<file path="src/hw/pvaf_pkg.sv">
// =====================================================================
// Shared constants of the process value alarm filter
// =====================================================================
package pvaf_pkg;
    // Data widths
    localparam int DATA_W   = 16;              // Converted sample / process value
    localparam int SUM_W    = 24;              // Running sum of up to 128 samples
    localparam int ROC_W    = 17;              // Rate-of-change difference
    localparam int CMP_W    = 18;              // Alarm comparison width, limit +/- hysteresis
    localparam int FILL_W   = 8;               // Sample count, up to 128

    // Averaging depth
    localparam int AVG_DEPTH    = 128;         // Extended variant maximum
    localparam int AVG_AW       = 7;
    localparam logic [7:0] AVG_STD_MAX = 8'h10;  // Standard variant maximum, 16
    localparam logic [7:0] AVG_FIXED   = 8'h04;  // Power transducer variant, always 4

    // Rate-of-change history, 1 to 16 intervals
    localparam int ROC_DEPTH = 16;
    localparam int ROC_AW    = 4;

    // Alarm delays in seconds, 0 to 60
    localparam int DLY_W = 6;
    localparam logic [DLY_W-1:0] DLY_MAX = 6'h3C;

    // Alarm slot positions
    localparam int ALM_NUM       = 6;
    localparam int ALM_UPPER_EXT = 0;
    localparam int ALM_HIGH      = 1;
    localparam int ALM_LOW       = 2;
    localparam int ALM_LOWER_EXT = 3;
    localparam int ALM_ROC_HIGH  = 4;
    localparam int ALM_ROC_LOW   = 5;

    // Timing: one-second tick from the 40 ns core clock
    localparam int TICK_NS     = 1000000000;
    localparam int CLK_NS      = 40;
    localparam int TICK_CYCLES = TICK_NS / CLK_NS;
    localparam int TCNT_W      = 25;

    // Reset values
    localparam logic [DATA_W-1:0] PV_RST  = 16'h0000;
    localparam logic [ROC_W-1:0]  ROC_RST = 17'h00000;
endpackage

</file>
<file path="src/hw/pvaf_alm_if.sv">
`timescale 1ns/1ps
// =====================================================================
// Settings shared by all alarms of one input
// =====================================================================
interface pvaf_alm_if;
    logic                           tick;      // One-second tick
    logic [pvaf_pkg::DATA_W-1:0]    hyst;      // Hysteresis amount
    logic [pvaf_pkg::DLY_W-1:0]     on_dly;    // ON delay, seconds
    logic [pvaf_pkg::DLY_W-1:0]     off_dly;   // OFF delay, seconds
    modport src (output tick, output hyst, output on_dly, output off_dly);
    modport dst (input tick, input hyst, input on_dly, input off_dly);
endinterface // pvaf_alm_if

</file>
<file path="src/hw/pvaf_alarm.sv">
`timescale 1ns/1ps
// =====================================================================
// One limit alarm: hysteresis, ON delay and OFF delay
// =====================================================================
module pvaf_alarm (
    // Clock, reset, enable
    input  wire logic                              i_clk,
    input  wire logic                              i_nrst,
    input  wire logic                              i_ce,
    // Shared settings
    pvaf_alm_if.dst                                cfg,
    // Limit and value
    input  wire logic                              i_en,
    input  wire logic                              i_is_high,
    input  wire logic signed [pvaf_pkg::CMP_W-1:0] i_value,
    input  wire logic signed [pvaf_pkg::CMP_W-1:0] i_limit,
    // Result
    output logic                                   o_alarm
);
    typedef enum logic [1:0] {ST_IDLE, ST_ON_WAIT, ST_ACTIVE, ST_OFF_WAIT} pvaf_alm_e;

    pvaf_alm_e                      state_r, state_nxt;
    logic                           cond_r, cond_nxt;
    logic [pvaf_pkg::DLY_W-1:0]     cnt_r, cnt_nxt;
    logic                           alarm_nxt;
    logic                           trip, clear;
    logic signed [pvaf_pkg::CMP_W-1:0] hyst_x;

    // =================================================================
    // Condition with hysteresis
    // =================================================================
    // Set beyond the limit, release only a full hysteresis back inside
    always_comb begin
        hyst_x = $signed({2'b00, cfg.hyst});
        trip   = i_is_high ? (i_value > i_limit) : (i_value < i_limit);  // RULE_03
        clear  = i_is_high ? (i_value <= i_limit - hyst_x)
                           : (i_value >= i_limit + hyst_x);              // RULE_15 RULE_06
        cond_nxt = i_en & (cond_r ? !clear : trip);
    end

    // =================================================================
    // Delay sequencer
    // =================================================================
    // Delays count whole ticks, so a delay of d s lasts d-1 to d s
    always_comb begin
        state_nxt = state_r;
        cnt_nxt   = cnt_r;
        case (state_r)
            ST_IDLE: begin
                if (cond_nxt) begin
                    cnt_nxt   = '0;
                    state_nxt = (cfg.on_dly == '0) ? ST_ACTIVE : ST_ON_WAIT;  // RULE_07
                end
            end
            ST_ON_WAIT: begin
                if (!cond_nxt) begin
                    state_nxt = ST_IDLE;
                end else if (cfg.tick) begin
                    cnt_nxt = cnt_r + 6'h01;
                    if (cnt_nxt >= cfg.on_dly) begin
                        state_nxt = ST_ACTIVE;                            // RULE_07
                    end
                end
            end
            ST_ACTIVE: begin
                if (!cond_nxt) begin
                    cnt_nxt   = '0;
                    state_nxt = (cfg.off_dly == '0) ? ST_IDLE : ST_OFF_WAIT;  // RULE_09
                end
            end
            ST_OFF_WAIT: begin
                if (cond_nxt) begin
                    state_nxt = ST_ACTIVE;
                end else if (cfg.tick) begin
                    cnt_nxt = cnt_r + 6'h01;
                    if (cnt_nxt >= cfg.off_dly) begin
                        state_nxt = ST_IDLE;                              // RULE_09
                    end
                end
            end
            default: state_nxt = ST_IDLE;
        endcase
        alarm_nxt = (state_nxt == ST_ACTIVE) || (state_nxt == ST_OFF_WAIT);
    end

    // Register stage, frozen while the clock enable is low
    always_ff @(posedge i_clk or negedge i_nrst) begin
        if (!i_nrst) begin
            state_r <= ST_IDLE;
            cond_r  <= 1'b0;
            cnt_r   <= '0;
            o_alarm <= 1'b0;
        end else if (i_ce) begin
            state_r <= state_nxt;
            cond_r  <= cond_nxt;
            cnt_r   <= cnt_nxt;
            o_alarm <= alarm_nxt;
        end
    end
endmodule // pvaf_alarm

</file>
<file path="src/hw/pvaf_top.sv">
`timescale 1ns/1ps
// Functional notes
// RULE_01 - Rate of change formed every second
// RULE_02 - Comparison interval one to sixteen seconds
// RULE_03 - Alarm when rate passes high/low limit
// RULE_04 - Universal variant: rate per conversion period
// RULE_05 - Per-period interval is 1-16 conversion periods
// RULE_06 - One hysteresis for value and rate alarms
// RULE_07 - ON delay 0 to 60 seconds
// RULE_08 - One ON delay shared by six alarms
// RULE_09 - OFF delay 0 to 60 seconds
// RULE_10 - One OFF delay shared by six alarms
// RULE_11 - Moving average of 1 to 16 samples
// RULE_12 - Power transducer variant always averages four
// RULE_13 - Extended variant averages up to 128
// RULE_14 - Two-limit or four-limit process value alarm
// RULE_15 - Alarm clears only past the hysteresis band
// RULE_16 - One-second tick times sampling and delays
module pvaf_top #(
    parameter int TICK_CYCLES = pvaf_pkg::TICK_CYCLES
) (
    // Clock, reset, enable
    input  wire logic                           I_CORE_CLK,
    input  wire logic                           I_NRST,
    input  wire logic                           I_CE,
    // Converted samples
    input  wire logic                           I_SAMPLE_VALID,
    input  wire logic [pvaf_pkg::DATA_W-1:0]    I_SAMPLE,
    // Averaging setup
    input  wire logic [6:0]                     I_AVG_COUNT,
    input  wire logic                           I_AVG_EXT,
    input  wire logic                           I_FIXED_AVG4,
    // Rate-of-change setup
    input  wire logic [3:0]                     I_ROC_INTERVAL,
    input  wire logic                           I_UNIVERSAL,
    input  wire logic                           I_ROC_PER_CONV,
    // Alarm setup
    input  wire logic                           I_FOUR_POINT,
    input  wire logic [pvaf_pkg::DATA_W-1:0]    I_HYST,
    input  wire logic [pvaf_pkg::DLY_W-1:0]     I_ON_DELAY,
    input  wire logic [pvaf_pkg::DLY_W-1:0]     I_OFF_DELAY,
    input  wire logic [pvaf_pkg::DATA_W-1:0]    I_UPPER_EXTREME_LIMIT,
    input  wire logic [pvaf_pkg::DATA_W-1:0]    I_HIGH_LIMIT,
    input  wire logic [pvaf_pkg::DATA_W-1:0]    I_LOW_LIMIT,
    input  wire logic [pvaf_pkg::DATA_W-1:0]    I_LOWER_EXTREME_LIMIT,
    input  wire logic [pvaf_pkg::DATA_W-1:0]    I_ROC_HIGH_LIMIT,
    input  wire logic [pvaf_pkg::DATA_W-1:0]    I_ROC_LOW_LIMIT,
    // Results
    output logic                                O_PV_VALID,
    output logic [pvaf_pkg::DATA_W-1:0]         O_PV,
    output logic                                O_ROC_VALID,
    output logic [pvaf_pkg::ROC_W-1:0]          O_ROC,
    output logic [3:0]                          O_ALM_PV,
    output logic [1:0]                          O_ALM_ROC
);
    localparam int DW = pvaf_pkg::DATA_W;

    // =================================================================
    // One-second tick
    // =================================================================
    logic [pvaf_pkg::TCNT_W-1:0] tcnt_r, tcnt_nxt;
    logic                        tick_r, tick_nxt;

    // Free-running divider; the tick is a one-cycle pulse
    always_comb begin
        tick_nxt = (tcnt_r == pvaf_pkg::TCNT_W'(TICK_CYCLES - 1));        // RULE_16
        tcnt_nxt = tick_nxt ? '0 : tcnt_r + 25'h0000001;
    end

    always_ff @(posedge I_CORE_CLK or negedge I_NRST) begin
        if (!I_NRST) begin
            tcnt_r <= '0;
            tick_r <= 1'b0;
        end else if (I_CE) begin
            tcnt_r <= tcnt_nxt;
            tick_r <= tick_nxt;
        end
    end

    // =================================================================
    // Moving average
    // =================================================================
    logic [DW-1:0]                 avg_mem [pvaf_pkg::AVG_DEPTH];
    logic [pvaf_pkg::AVG_AW-1:0]   awr_r, awr_nxt;
    logic [pvaf_pkg::FILL_W-1:0]   fill_r, fill_nxt, n_r, n_eff;
    logic signed [pvaf_pkg::SUM_W-1:0] sum_r, sum_nxt, quot;
    logic signed [pvaf_pkg::SUM_W-1:0] new_x, old_x;
    logic [DW-1:0]                 pv_nxt;

    // Effective count: fixed four, else 1..16, or 1..128 when extended
    always_comb begin
        n_eff = {1'b0, I_AVG_COUNT} + 8'h01;
        if (I_FIXED_AVG4) begin
            n_eff = pvaf_pkg::AVG_FIXED;                                  // RULE_12
        end else if (!I_AVG_EXT && n_eff > pvaf_pkg::AVG_STD_MAX) begin
            n_eff = pvaf_pkg::AVG_STD_MAX;                                // RULE_11
        end                                                               // RULE_13
    end

    // Running sum; the oldest sample is subtracted once the window is full.
    // A count change restarts the window rather than averaging stale data.
    always_comb begin
        new_x    = pvaf_pkg::SUM_W'($signed(I_SAMPLE));
        old_x    = pvaf_pkg::SUM_W'($signed(avg_mem[awr_r - n_eff[6:0]]));
        sum_nxt  = sum_r;
        fill_nxt = fill_r;
        awr_nxt  = awr_r;
        if (I_SAMPLE_VALID) begin
            awr_nxt = awr_r + 7'h01;
            if (n_eff != n_r) begin
                sum_nxt  = new_x;
                fill_nxt = 8'h01;
            end else if (fill_r < n_eff) begin
                sum_nxt  = sum_r + new_x;
                fill_nxt = fill_r + 8'h01;
            end else begin
                sum_nxt  = sum_r + new_x - old_x;                         // RULE_11
            end
        end
        quot   = sum_nxt / $signed({16'h0000, fill_nxt});
        pv_nxt = quot[DW-1:0];
    end

    always_ff @(posedge I_CORE_CLK or negedge I_NRST) begin
        if (!I_NRST) begin
            awr_r      <= '0;
            fill_r     <= '0;
            n_r        <= '0;
            sum_r      <= '0;
            O_PV       <= pvaf_pkg::PV_RST;
            O_PV_VALID <= 1'b0;
        end else if (I_CE) begin
            awr_r      <= awr_nxt;
            fill_r     <= fill_nxt;
            sum_r      <= sum_nxt;
            O_PV_VALID <= I_SAMPLE_VALID;
            if (I_SAMPLE_VALID) begin
                n_r  <= n_eff;
                O_PV <= pv_nxt;
            end
        end
    end

    // Sample history, no reset: only filled slots are ever read
    always_ff @(posedge I_CORE_CLK) begin
        if (I_CE && I_SAMPLE_VALID) begin
            avg_mem[awr_r] <= I_SAMPLE;
        end
    end

    // =================================================================
    // Rate of change
    // =================================================================
    logic [DW-1:0]               roc_mem [pvaf_pkg::ROC_DEPTH];
    logic [pvaf_pkg::ROC_AW-1:0] rwr_r, rwr_nxt;
    logic [4:0]                  rfill_r, rfill_nxt, intv;
    logic                        per_conv, roc_tick;
    logic [DW-1:0]               roc_old;
    logic [pvaf_pkg::ROC_W-1:0]  roc_nxt;

    // Per-period mode only on the universal variant; the interval then
    // counts conversion periods, e.g. 60-960 ms at a 60 ms period
    always_comb begin
        per_conv  = I_UNIVERSAL & I_ROC_PER_CONV;                          // RULE_04
        roc_tick  = per_conv ? O_PV_VALID : tick_r;                       // RULE_01 RULE_05
        intv      = {1'b0, I_ROC_INTERVAL} + 5'h01;                       // RULE_02
        roc_old   = roc_mem[rwr_r - I_ROC_INTERVAL - 4'h1];
        rwr_nxt   = rwr_r;
        rfill_nxt = rfill_r;
        roc_nxt   = O_ROC;
        if (roc_tick) begin
            rwr_nxt = rwr_r + 4'h1;
            if (rfill_r < 5'h10) begin
                rfill_nxt = rfill_r + 5'h01;
            end
            // Difference every step against the sample one interval back
            roc_nxt = (rfill_r >= intv) ?
                {O_PV[DW-1], O_PV} - {roc_old[DW-1], roc_old} : '0;   // RULE_01
        end
    end

    always_ff @(posedge I_CORE_CLK or negedge I_NRST) begin
        if (!I_NRST) begin
            rwr_r       <= '0;
            rfill_r     <= '0;
            O_ROC       <= pvaf_pkg::ROC_RST;
            O_ROC_VALID <= 1'b0;
        end else if (I_CE) begin
            rwr_r       <= rwr_nxt;
            rfill_r     <= rfill_nxt;
            O_ROC       <= roc_nxt;
            O_ROC_VALID <= roc_tick;
        end
    end

    always_ff @(posedge I_CORE_CLK) begin
        if (I_CE && roc_tick) begin
            roc_mem[rwr_r] <= O_PV;
        end
    end

    // =================================================================
    // Alarms
    // =================================================================
    pvaf_alm_if alm_cfg ();
    logic signed [pvaf_pkg::CMP_W-1:0] alm_val [pvaf_pkg::ALM_NUM];
    logic signed [pvaf_pkg::CMP_W-1:0] alm_lim [pvaf_pkg::ALM_NUM];
    logic [pvaf_pkg::ALM_NUM-1:0]      alm_en, alm_q;

    // One hysteresis and one pair of delays for all six alarms
    assign alm_cfg.tick    = tick_r;                                      // RULE_16
    assign alm_cfg.hyst    = I_HYST;                                      // RULE_06
    assign alm_cfg.on_dly  = (I_ON_DELAY > pvaf_pkg::DLY_MAX) ?
                             pvaf_pkg::DLY_MAX : I_ON_DELAY;              // RULE_08
    assign alm_cfg.off_dly = (I_OFF_DELAY > pvaf_pkg::DLY_MAX) ?
                             pvaf_pkg::DLY_MAX : I_OFF_DELAY;             // RULE_10

    // Extreme limits only take part in four-limit mode
    always_comb begin
        for (int k = 0; k < pvaf_pkg::ALM_ROC_HIGH; k++) begin
            alm_val[k] = pvaf_pkg::CMP_W'($signed(O_PV));
        end
        alm_val[pvaf_pkg::ALM_ROC_HIGH] = pvaf_pkg::CMP_W'($signed(O_ROC));
        alm_val[pvaf_pkg::ALM_ROC_LOW]  = pvaf_pkg::CMP_W'($signed(O_ROC));
        alm_lim[pvaf_pkg::ALM_UPPER_EXT] = pvaf_pkg::CMP_W'($signed(I_UPPER_EXTREME_LIMIT));
        alm_lim[pvaf_pkg::ALM_HIGH]      = pvaf_pkg::CMP_W'($signed(I_HIGH_LIMIT));
        alm_lim[pvaf_pkg::ALM_LOW]       = pvaf_pkg::CMP_W'($signed(I_LOW_LIMIT));
        alm_lim[pvaf_pkg::ALM_LOWER_EXT] = pvaf_pkg::CMP_W'($signed(I_LOWER_EXTREME_LIMIT));
        alm_lim[pvaf_pkg::ALM_ROC_HIGH]  = pvaf_pkg::CMP_W'($signed(I_ROC_HIGH_LIMIT));
        alm_lim[pvaf_pkg::ALM_ROC_LOW]   = pvaf_pkg::CMP_W'($signed(I_ROC_LOW_LIMIT));
        alm_en = {2'h3, I_FOUR_POINT, 2'h3, I_FOUR_POINT};                // RULE_14
    end

    for (genvar g = 0; g < pvaf_pkg::ALM_NUM; g++) begin : g_alm
        pvaf_alarm u_alarm (
            .i_clk     (I_CORE_CLK),
            .i_nrst    (I_NRST),
            .i_ce      (I_CE),
            .cfg       (alm_cfg),
            .i_en      (alm_en[g]),
            .i_is_high ((g == 0) || (g == 1) || (g == 4)),
            .i_value   (alm_val[g]),
            .i_limit   (alm_lim[g]),
            .o_alarm   (alm_q[g])
        );
    end

    // Flop outputs of the alarm cells, passed through unchanged
    assign O_ALM_PV  = alm_q[3:0];
    assign O_ALM_ROC = alm_q[5:4];                                        // RULE_03
endmodule // pvaf_top

</file>
<file path="config.mk">
export PLATFORM = sky130hd
export DESIGN_NAME = pvaf_top
export DESIGN_NICKNAME = d
export VERILOG_FILES = /design/src/hw/pvaf_pkg.sv /design/src/hw/pvaf_alm_if.sv /design/src/hw/pvaf_alarm.sv /design/src/hw/pvaf_top.sv
export SDC_FILE = /design/constraint.sdc
export NUM_CORES = 2
export LEC_CHECK = 0
export ABC_AREA = 1
export BUFFER_PORTS_ARGS = -buffer_cell sky130_fd_sc_hd__buf_2
export CORE_MARGIN = 10
export CORE_UTILIZATION = 58
export CTS_CLUSTER_SIZE = 28
export DETAILED_ROUTE_END_ITERATION = 6
export PLACE_DENSITY_LB_ADDON = 0.05
export SYNTH_ARGS = -nofsm -noshare
export SYNTH_HDL_FRONTEND = slang
export SYNTH_SLANG_ARGS = --single-unit
</file>
<file path="constraint.sdc">
create_clock -name I_CORE_CLK -period 54.5 [get_ports I_CORE_CLK]
set_input_delay 2.725 -clock I_CORE_CLK [delete_from_list [all_inputs] [get_ports I_CORE_CLK]]
set_output_delay 2.725 -clock I_CORE_CLK [all_outputs]
set_load 0.01 [all_outputs]
</file>
## After elaboration in Yosys (flattened, before gate mapping)

Memories as Yosys holds them, arrays and structs flattened.
Index checks and enable logic that the tools add are counted.

- Add/sub/neg operators: 25
- Multipliers: 0
- Divide/modulo/power cells: 1
- Magnitude comparators: 30
- Equal/unequal tests: 56
- Shift operators: 0
- Multiplexer cells: 115
- Bitwise gates (word level): 3
- Reductions and logical operators: 33

Operators with widths:

| kind | count |
|---|---|
| $mux W6 | 32 |
| $pmux W6 S4 | 6 |
| $mux W2 | 50 |
| $ge A6 B6 Y1 | 12 |
| $mux W24 | 3 |
| $add A16 B17 Y18 | 3 |
| $sub A16 B17 Y18 | 3 |
| $eq A2 B2 Y1 const B | 24 |
| $pmux W2 S4 | 6 |
| $mux W8 | 5 |
| $add A6 B1 Y6 const B | 6 |
| $ge A16 B18 Y1 | 2 |
| $le A16 B18 Y1 | 2 |
| $gt A16 B16 Y1 | 2 |
| $lt A16 B16 Y1 | 2 |
| $reduce_and A5 Y1 | 6 |
| $add A25 B1 Y25 const B | 1 |
| $eq A25 B25 Y1 const B | 1 |
| $mux W25 | 1 |
| $add A24 B16 Y24 | 1 |
| $div A24 B9 Y24 | 1 |
| $ne A2 B1 Y1 const B | 12 |
| $ne A2 B2 Y1 const B | 12 |
| $sub A24 B16 Y24 | 1 |
| other kinds (31) | 69 |

- Bits in registers: 177
- Latch bits: 0
- Bits in writable memories: 2304
- ROM bits: 0
- Input port bits: 160
- Output and inout port bits: 41
- Logic and storage cells: 301
- Memories: 2

Memories:

| name | depth | width | rd ports | clocked after Yosys merged registers in | write ports | line | RTL |
|---|---|---|---|---|---|---|---|
| avg_mem | 128 | 16 | 1 | 0 | 1 | pvaf_top.sv:83 | `logic [DW-1:0] avg_mem [pvaf_pkg::AVG_DEPTH];` |
| roc_mem | 16 | 16 | 1 | 0 | 1 | pvaf_top.sv:154 | `logic [DW-1:0] roc_mem [pvaf_pkg::ROC_DEPTH];` |

## Depth between registers and ports, before layout

An unclocked memory read counts as a cell.

- Depth in word-level cells: 12
- Depth in mapped cells: 410
- Gate-level depth less buffers: 387

## Hierarchy

From an unflattened synthesis, not the netlist that was laid out.

- Cell total of the unflattened synthesis: 14197
- Area, all modules: 137469.3 um^2

Modules (own cells, without submodules):

| module | instances | cells each | area each (um^2) | seq. area each (um^2) |
|---|---|---|---|---|
| pvaf_top | 1 | 10287 | 112675.6 | 72114.2 |
| pvaf_alarm at g_alm[1].u_alarm ... | 5 | 651 | 4126.5 | 225.2 |
| pvaf_alarm at g_alm[0].u_alarm | 1 | 655 | 4161.5 | 225.2 |

## Worst setup path after synthesis

No wires, ideal clock.

- Path type: input port to flip-flop
- Start point: input I_AVG_COUNT[0]
- End point: register O_PV[14] (netlist bit)
- Setup time: 0.134 ns
- Arrival time: 57.077 ns
- Required time: 54.366 ns
- Slack: -2.711 ns
- Stages: 394
- Path buffers: 27
- Path through: ha_1 > nand3_1 > o21bai_1 > nand2_1 > nor2_2 > nand3_2 > nand2_4 > nand2_2 > nor2_2 > ha_1 > fa_1 > clkbuf_1 > clkinv_1 > clkbuf_1 > clkbuf_1 > clkbuf_1 > clkbuf_1 > o21ai_0 > [... 358 more ...] > o21a_1 > o21a_1 > o21ai_0 > a21oi_1 > a211oi_1 > nand2_1 > a21oi_1 > nand3_1 > nor2_2 > nand3_2 > nor2_4 > ha_1 > nand4_1 > nand2_1 > nand2_1 > a21oi_1 > xor2_1 > o21ai_0

- Cells in the longest elaborated chain, start to end: 12
- Elaborated cells on any way between the ends: 17
- Classes of those cells: add/sub (3); div (1); order compare (2); eq/ne (1); mux (8); reduce/logical (1); memory (1)

RTL lines:

| element | line | RTL |
|---|---|---|
| start: declaration | pvaf_top.sv:30 | `input wire logic [6:0] I_AVG_COUNT,` |
| $add A7 B1 Y8 * | pvaf_top.sv:92 | `n_eff = {1'b0, I_AVG_COUNT} + 8'h01;` |
| $gt A8 B5 Y1 | pvaf_top.sv:95 | `end else if (!I_AVG_EXT && n_eff > pvaf_pkg::AVG_STD_MAX) begin` |
| $logic_and A1 B1 Y1 | pvaf_top.sv:95 |  |
| $mux W8 * | pvaf_top.sv:95 |  |
| $mux W8 * | pvaf_top.sv:93 | `if (I_FIXED_AVG4) begin` |
| named net n_eff, one bit | pvaf_top.sv:85 | `logic [pvaf_pkg::FILL_W-1:0] fill_r, fill_nxt, n_r, n_eff;` |
| $sub A7 B7 Y7 | pvaf_top.sv:104 | `old_x = pvaf_pkg::SUM_W'($signed(avg_mem[awr_r - n_eff[6:0]]));` |
| $mem_v2 Z128 W16 | - |  |
| $sub A24 B16 Y24 | pvaf_top.sv:117 | `sum_nxt = sum_r + new_x - old_x;` |
| $mux W24 | pvaf_top.sv:113 | `end else if (fill_r < n_eff) begin` |
| $mux W24 | pvaf_top.sv:110 | `if (n_eff != n_r) begin` |
| $mux W24 | pvaf_top.sv:108 | `if (I_SAMPLE_VALID) begin` |
| $div A24 B9 Y24 * | pvaf_top.sv:120 | `quot = sum_nxt / $signed({16'h0000, fill_nxt});` |
| end signal: assignment | pvaf_top.sv:130 | `O_PV <= pvaf_pkg::PV_RST;` |
| end signal: assignment | pvaf_top.sv:139 | `O_PV <= pv_nxt;` |
| end: declaration | pvaf_top.sv:50 | `output logic [pvaf_pkg::DATA_W-1:0] O_PV,` |

Mark *: on every way through the listed nets, which the timed path passes. The rest lies on a longest branch.
A chain may end at the register's enable or synchronous reset.

## Worst setup path in the final report

- Start point: input I_AVG_COUNT[0]
- End point: register O_PV[1] (netlist bit)

The elaborated chain is that of the path after synthesis.

==> key figures <==
Drt
  • Vias per cell: 6.29
  • DRT iter0 DRCs: 11300
  • Vias: 98300
  • DRC: 17
  • WL per Instance: 26.1 µm
  • Initial DRT Pass Iterations: 7
  • Routed Wire Length: 409 mm
  • Post-route ant nets: 0

Final layout
  • Most common cell after layout, fill and taps aside: edfxtp_1
  • Reg area: 73600 µm²
  • Final core occ: 0.666
  • Layout overhead on the synthesized area: 14.1%
  • Fill count: 16600
  • Share of cells above drive strength 1: 0.146
  • Area of the multi-input gates: 48900 µm²
  • Net count of the finished layout: 13400
  • Most frequent cells in the layout: edfxtp_1, nor2_1, o21ai_0

Placement
  • IO buf count: 200
  • Post-DP HPWL: 261 mm
  • GPL Wtd Cong: 0.944

Clock tree
  • Reg clk slew, reported paths: 60 ps
  • CTS Buf Count: 278
  • Clock tree buffer depth: 4
  • H-tree levels: 5
  • Worst skew pair latency: 970 ps
  • CTS tree: yes
  • Clock Sinks: 2481
  • Root Buffer: clkbuf_16

Critical path
  • CP Max Fanout: 14
  • Crit Reg-Reg Startpoint: awr_r[0]
  • Most used cell, CP: nand2_1
  • Crit Reg-Reg Endpoint: O_PV[1]
  • Crit path DAT: 51360 ps
  • Worst reg-to-reg path cell count: 361
  • Crit path max-delay family: compound AO/OA/AOI/OAI gates
  • Critical path's largest stage delay: 830 ps
  • CP max-delay cell: fa_4
  • Startpoint type of the worst setup path: input pin
  • Crit path buf inv count: 65
  • Req. time, crit path: 55230 ps
  • Worst setup EP type: register
  • FF-to-FF setup slack: 6090 ps
  • Worst Setup Path Type: input pin to register

Synthesis
  • Synth Register Bits: 2481
  • Ys Warns: 0
  • Largest family of logic cells by synthesized area: simple AND/OR/NAND/NOR gates
  • Synthesized area per cell: 10.5 µm²
  • Post-synth EDFFs: 2304
  • Post-Synth Adder-Cell Area: 0.0652
  • Async SR Flop Fraction: 0.0713
  • Synth Instances: 12100
  • XOR/XNOR share of the synthesized area: 0.0233
  • Post-Synthesis Cell Area: 127000 µm²
  • Post-synthesis compound-gate area fraction: 0.134
  • Top FF cell, synth: edfxtp_1
  • Sequential element share of the synthesized area: 0.579
  • Mux contribution to synthesized area: 0.000177
  • Mapped Nets: 12900
  • Synth Area in Simple Gates: 0.150
  • Synth unique cells: 88

Global routing
  • GRT Residual Overflow: 0
  • Initial antenna violation count: 36
  • Largest net degree at the start of global routing: 144
  • Gr usage total: 0.328
  • First-pass GRT wire length: 594 mm
  • Vias in the first global route: 93500

Die
  • I/O pin total: 201
  • Die width: 488 µm
  • # rows: 171
  • Starting Density: 0.584
  • Core area: 218000 µm²
  • Chip Height: 488 µm
  • Die ar.: 238000 µm²

Timing
  • Fin. max-slew vios: 0
  • Relative slew margins: 0.166
  • Final period utilization: 0.929
  • Final Hold Vio Count: 0
  • Measured slew at the worst slew-check pin: 1250 ps
  • Skew final: 105 ps
  • Fin crit period: 50630 ps
  • Final setup fails: 0
  • Fmax: 19.7 MHz

Worst hold path
  • Min-Delay Endpoint: g_alm[4].u_alarm.o_alarm
  • Hold path depth: 2
  • Hold wc startpoint: g_alm[4].u_alarm.o_alarm
  • HP Class: register to register

Run
  • Max_cap viols: 0

Run status
  • Failing checks: DRC
  • Status: finished, violations left
==> registers in the layout, indices dropped and copies added, names as in the netlist <==
register / cells
alm_cfg.tick: 1
n_r: 8
g_alm.u_alarm.state_r: 12
avg_mem: 2048
rwr_r: 4
sum_r: 24
roc_mem: 256
tcnt_r: 25
rfill_r: 5
awr_r: 7
g_alm.u_alarm.o_alarm: 6
O_PV_VALID: 1
g_alm.u_alarm.cond_r: 6
O_PV: 16
fill_r: 8
O_ROC_VALID: 1
O_ROC: 17
g_alm.u_alarm.cnt_r: 36
==> worst max-delay path by stage <==
| stage | end | slack, ps | from | cells after the start |
|---|---|---|---|---|
| 2_1_floorplan | O_PV[14] | 3 | I_AVG_COUNT[0] | 402 |
| 3_3_place_gp | O_PV[14] | 800 | I_AVG_COUNT[0] | 375 |
| 3_5_place_dp | O_PV[14] | -320 | I_AVG_COUNT[0] | 375 |
| 4_1_cts | O_PV[14] | 330 | I_AVG_COUNT[0] | 375 |
| 5_1_grt | O_PV[14] | -450 | I_AVG_COUNT[0] | 378 |
| 6_report | O_PV[1] | 3870 | I_AVG_COUNT[0] | 370 |
==> routing by layer <==
| layer | part of all wire | track usage | vias to the layer above | wire length (µm) |
|---|---|---|---|---|
| li1 | - | - | 44400 | - |
| met1 | 0.39 | 0.439 | 48000 | 159000 |
| met2 | 0.47 | 0.526 | 4789 | 191000 |
| met3 | 0.088 | 0.0504 | 996 | 36000 |
| met4 | 0.053 | 0.155 | 6 | 21800 |
| met5 | 0.00012 | 0 | - | 51 |
==> worst reg2reg max path, delay by kind of cell (launching register included) <==
family | cells | cell delay (ps)
fa+ha+maj | 28 | 8670
simple gates | 145 | 15190
buf+inv | 63 | 5670
xor+xnor | 1 | 200
compound gates | 124 | 18020
flops | 1 | 480
==> cells in the mapped netlist, drive strengths merged, types with 2 or more instances <==
cell	number	area, µm²
mux2	2	22.5
nor3b	4	35.0
or2	36	225
nand2	1487	6170
nand3	809	4540
o221ai	321	2820
clkinv	22	100
buf	81	527
a22o	2	17.5
o21bai	76	571
and2	5	32.5
nand3b	31	233
o21ai	1472	7420
nand4	96	686
or3	4	25.0
xnor2	86	753
and3	2	15.0
a21boi	22	169
fa	11	220
a2111oi	5	43.8
a31oi	24	150
clkbuf	504	2010
o21a	58	435
a21oi	379	1920
a211oi	17	128
nor4	24	150
a211o	4	35.0
xor2	252	2210
dfrtp	177	4430
o2111ai	8	70.1
nor2	1641	6510
a221oi	6	52.6
o211ai	128	966
a32o	23	230
edfxtp	2304	69200
a221o	2	20.0
o31ai	21	158
nor3	83	448
a22oi	6	45.0
o311ai	2	17.5
o22ai	250	1560
a21o	29	220
inv	897	3400
ha	645	8070
==> cell families (layout without fill, tap and decap cells) <==
group	after synthesis	after routing
AO/OA/AOI/OAI	2859	2859
XOR/XNOR	338	338
adder cells (fa/ha/maj)	656	656
buffers and inverters	1504	2203
flip-flops	2481	2481
multiplexers	2	2
other	0	15
AND/OR/NAND/NOR	4224	4224
==> stage by stage <==
step	std cells	instance area, µm²	setup TNS [ps]	worst slack [ps]	hold WS, ps
global route	15600	145000	-3380	-449	499
finish	15600	145000	0	3870	481
CTS	15500	143000	0	328	486
detailed placement	15100	134000	-1600	-317	472
global placement	15100	134000	0	800	464
floorplan	12100	127000	0	3.42	450
==> final cells by class <==
class	count	area share
sequential	2481	0.508
multi-input combinational	8079	0.337
clock buffer	346	0.0506
timing repair buffer	807	0.0472
tap	2854	0.0246
inverter	919	0.0245
clock inverter	129	0.00786
antenna	15	0.000259
timing repair inverter	2	0.000155
==> repair_timing <==
action | in CTS | in global routing
endpoints found under the setup margin | 0 | 16
hold buffers | 0 | 0
gates resized for setup | 0 | 297
buffers inserted | 0 | 67
Power is not shown: default switching activity piles up to over one toggle a cycle in this logic, so the estimate is an artifact.
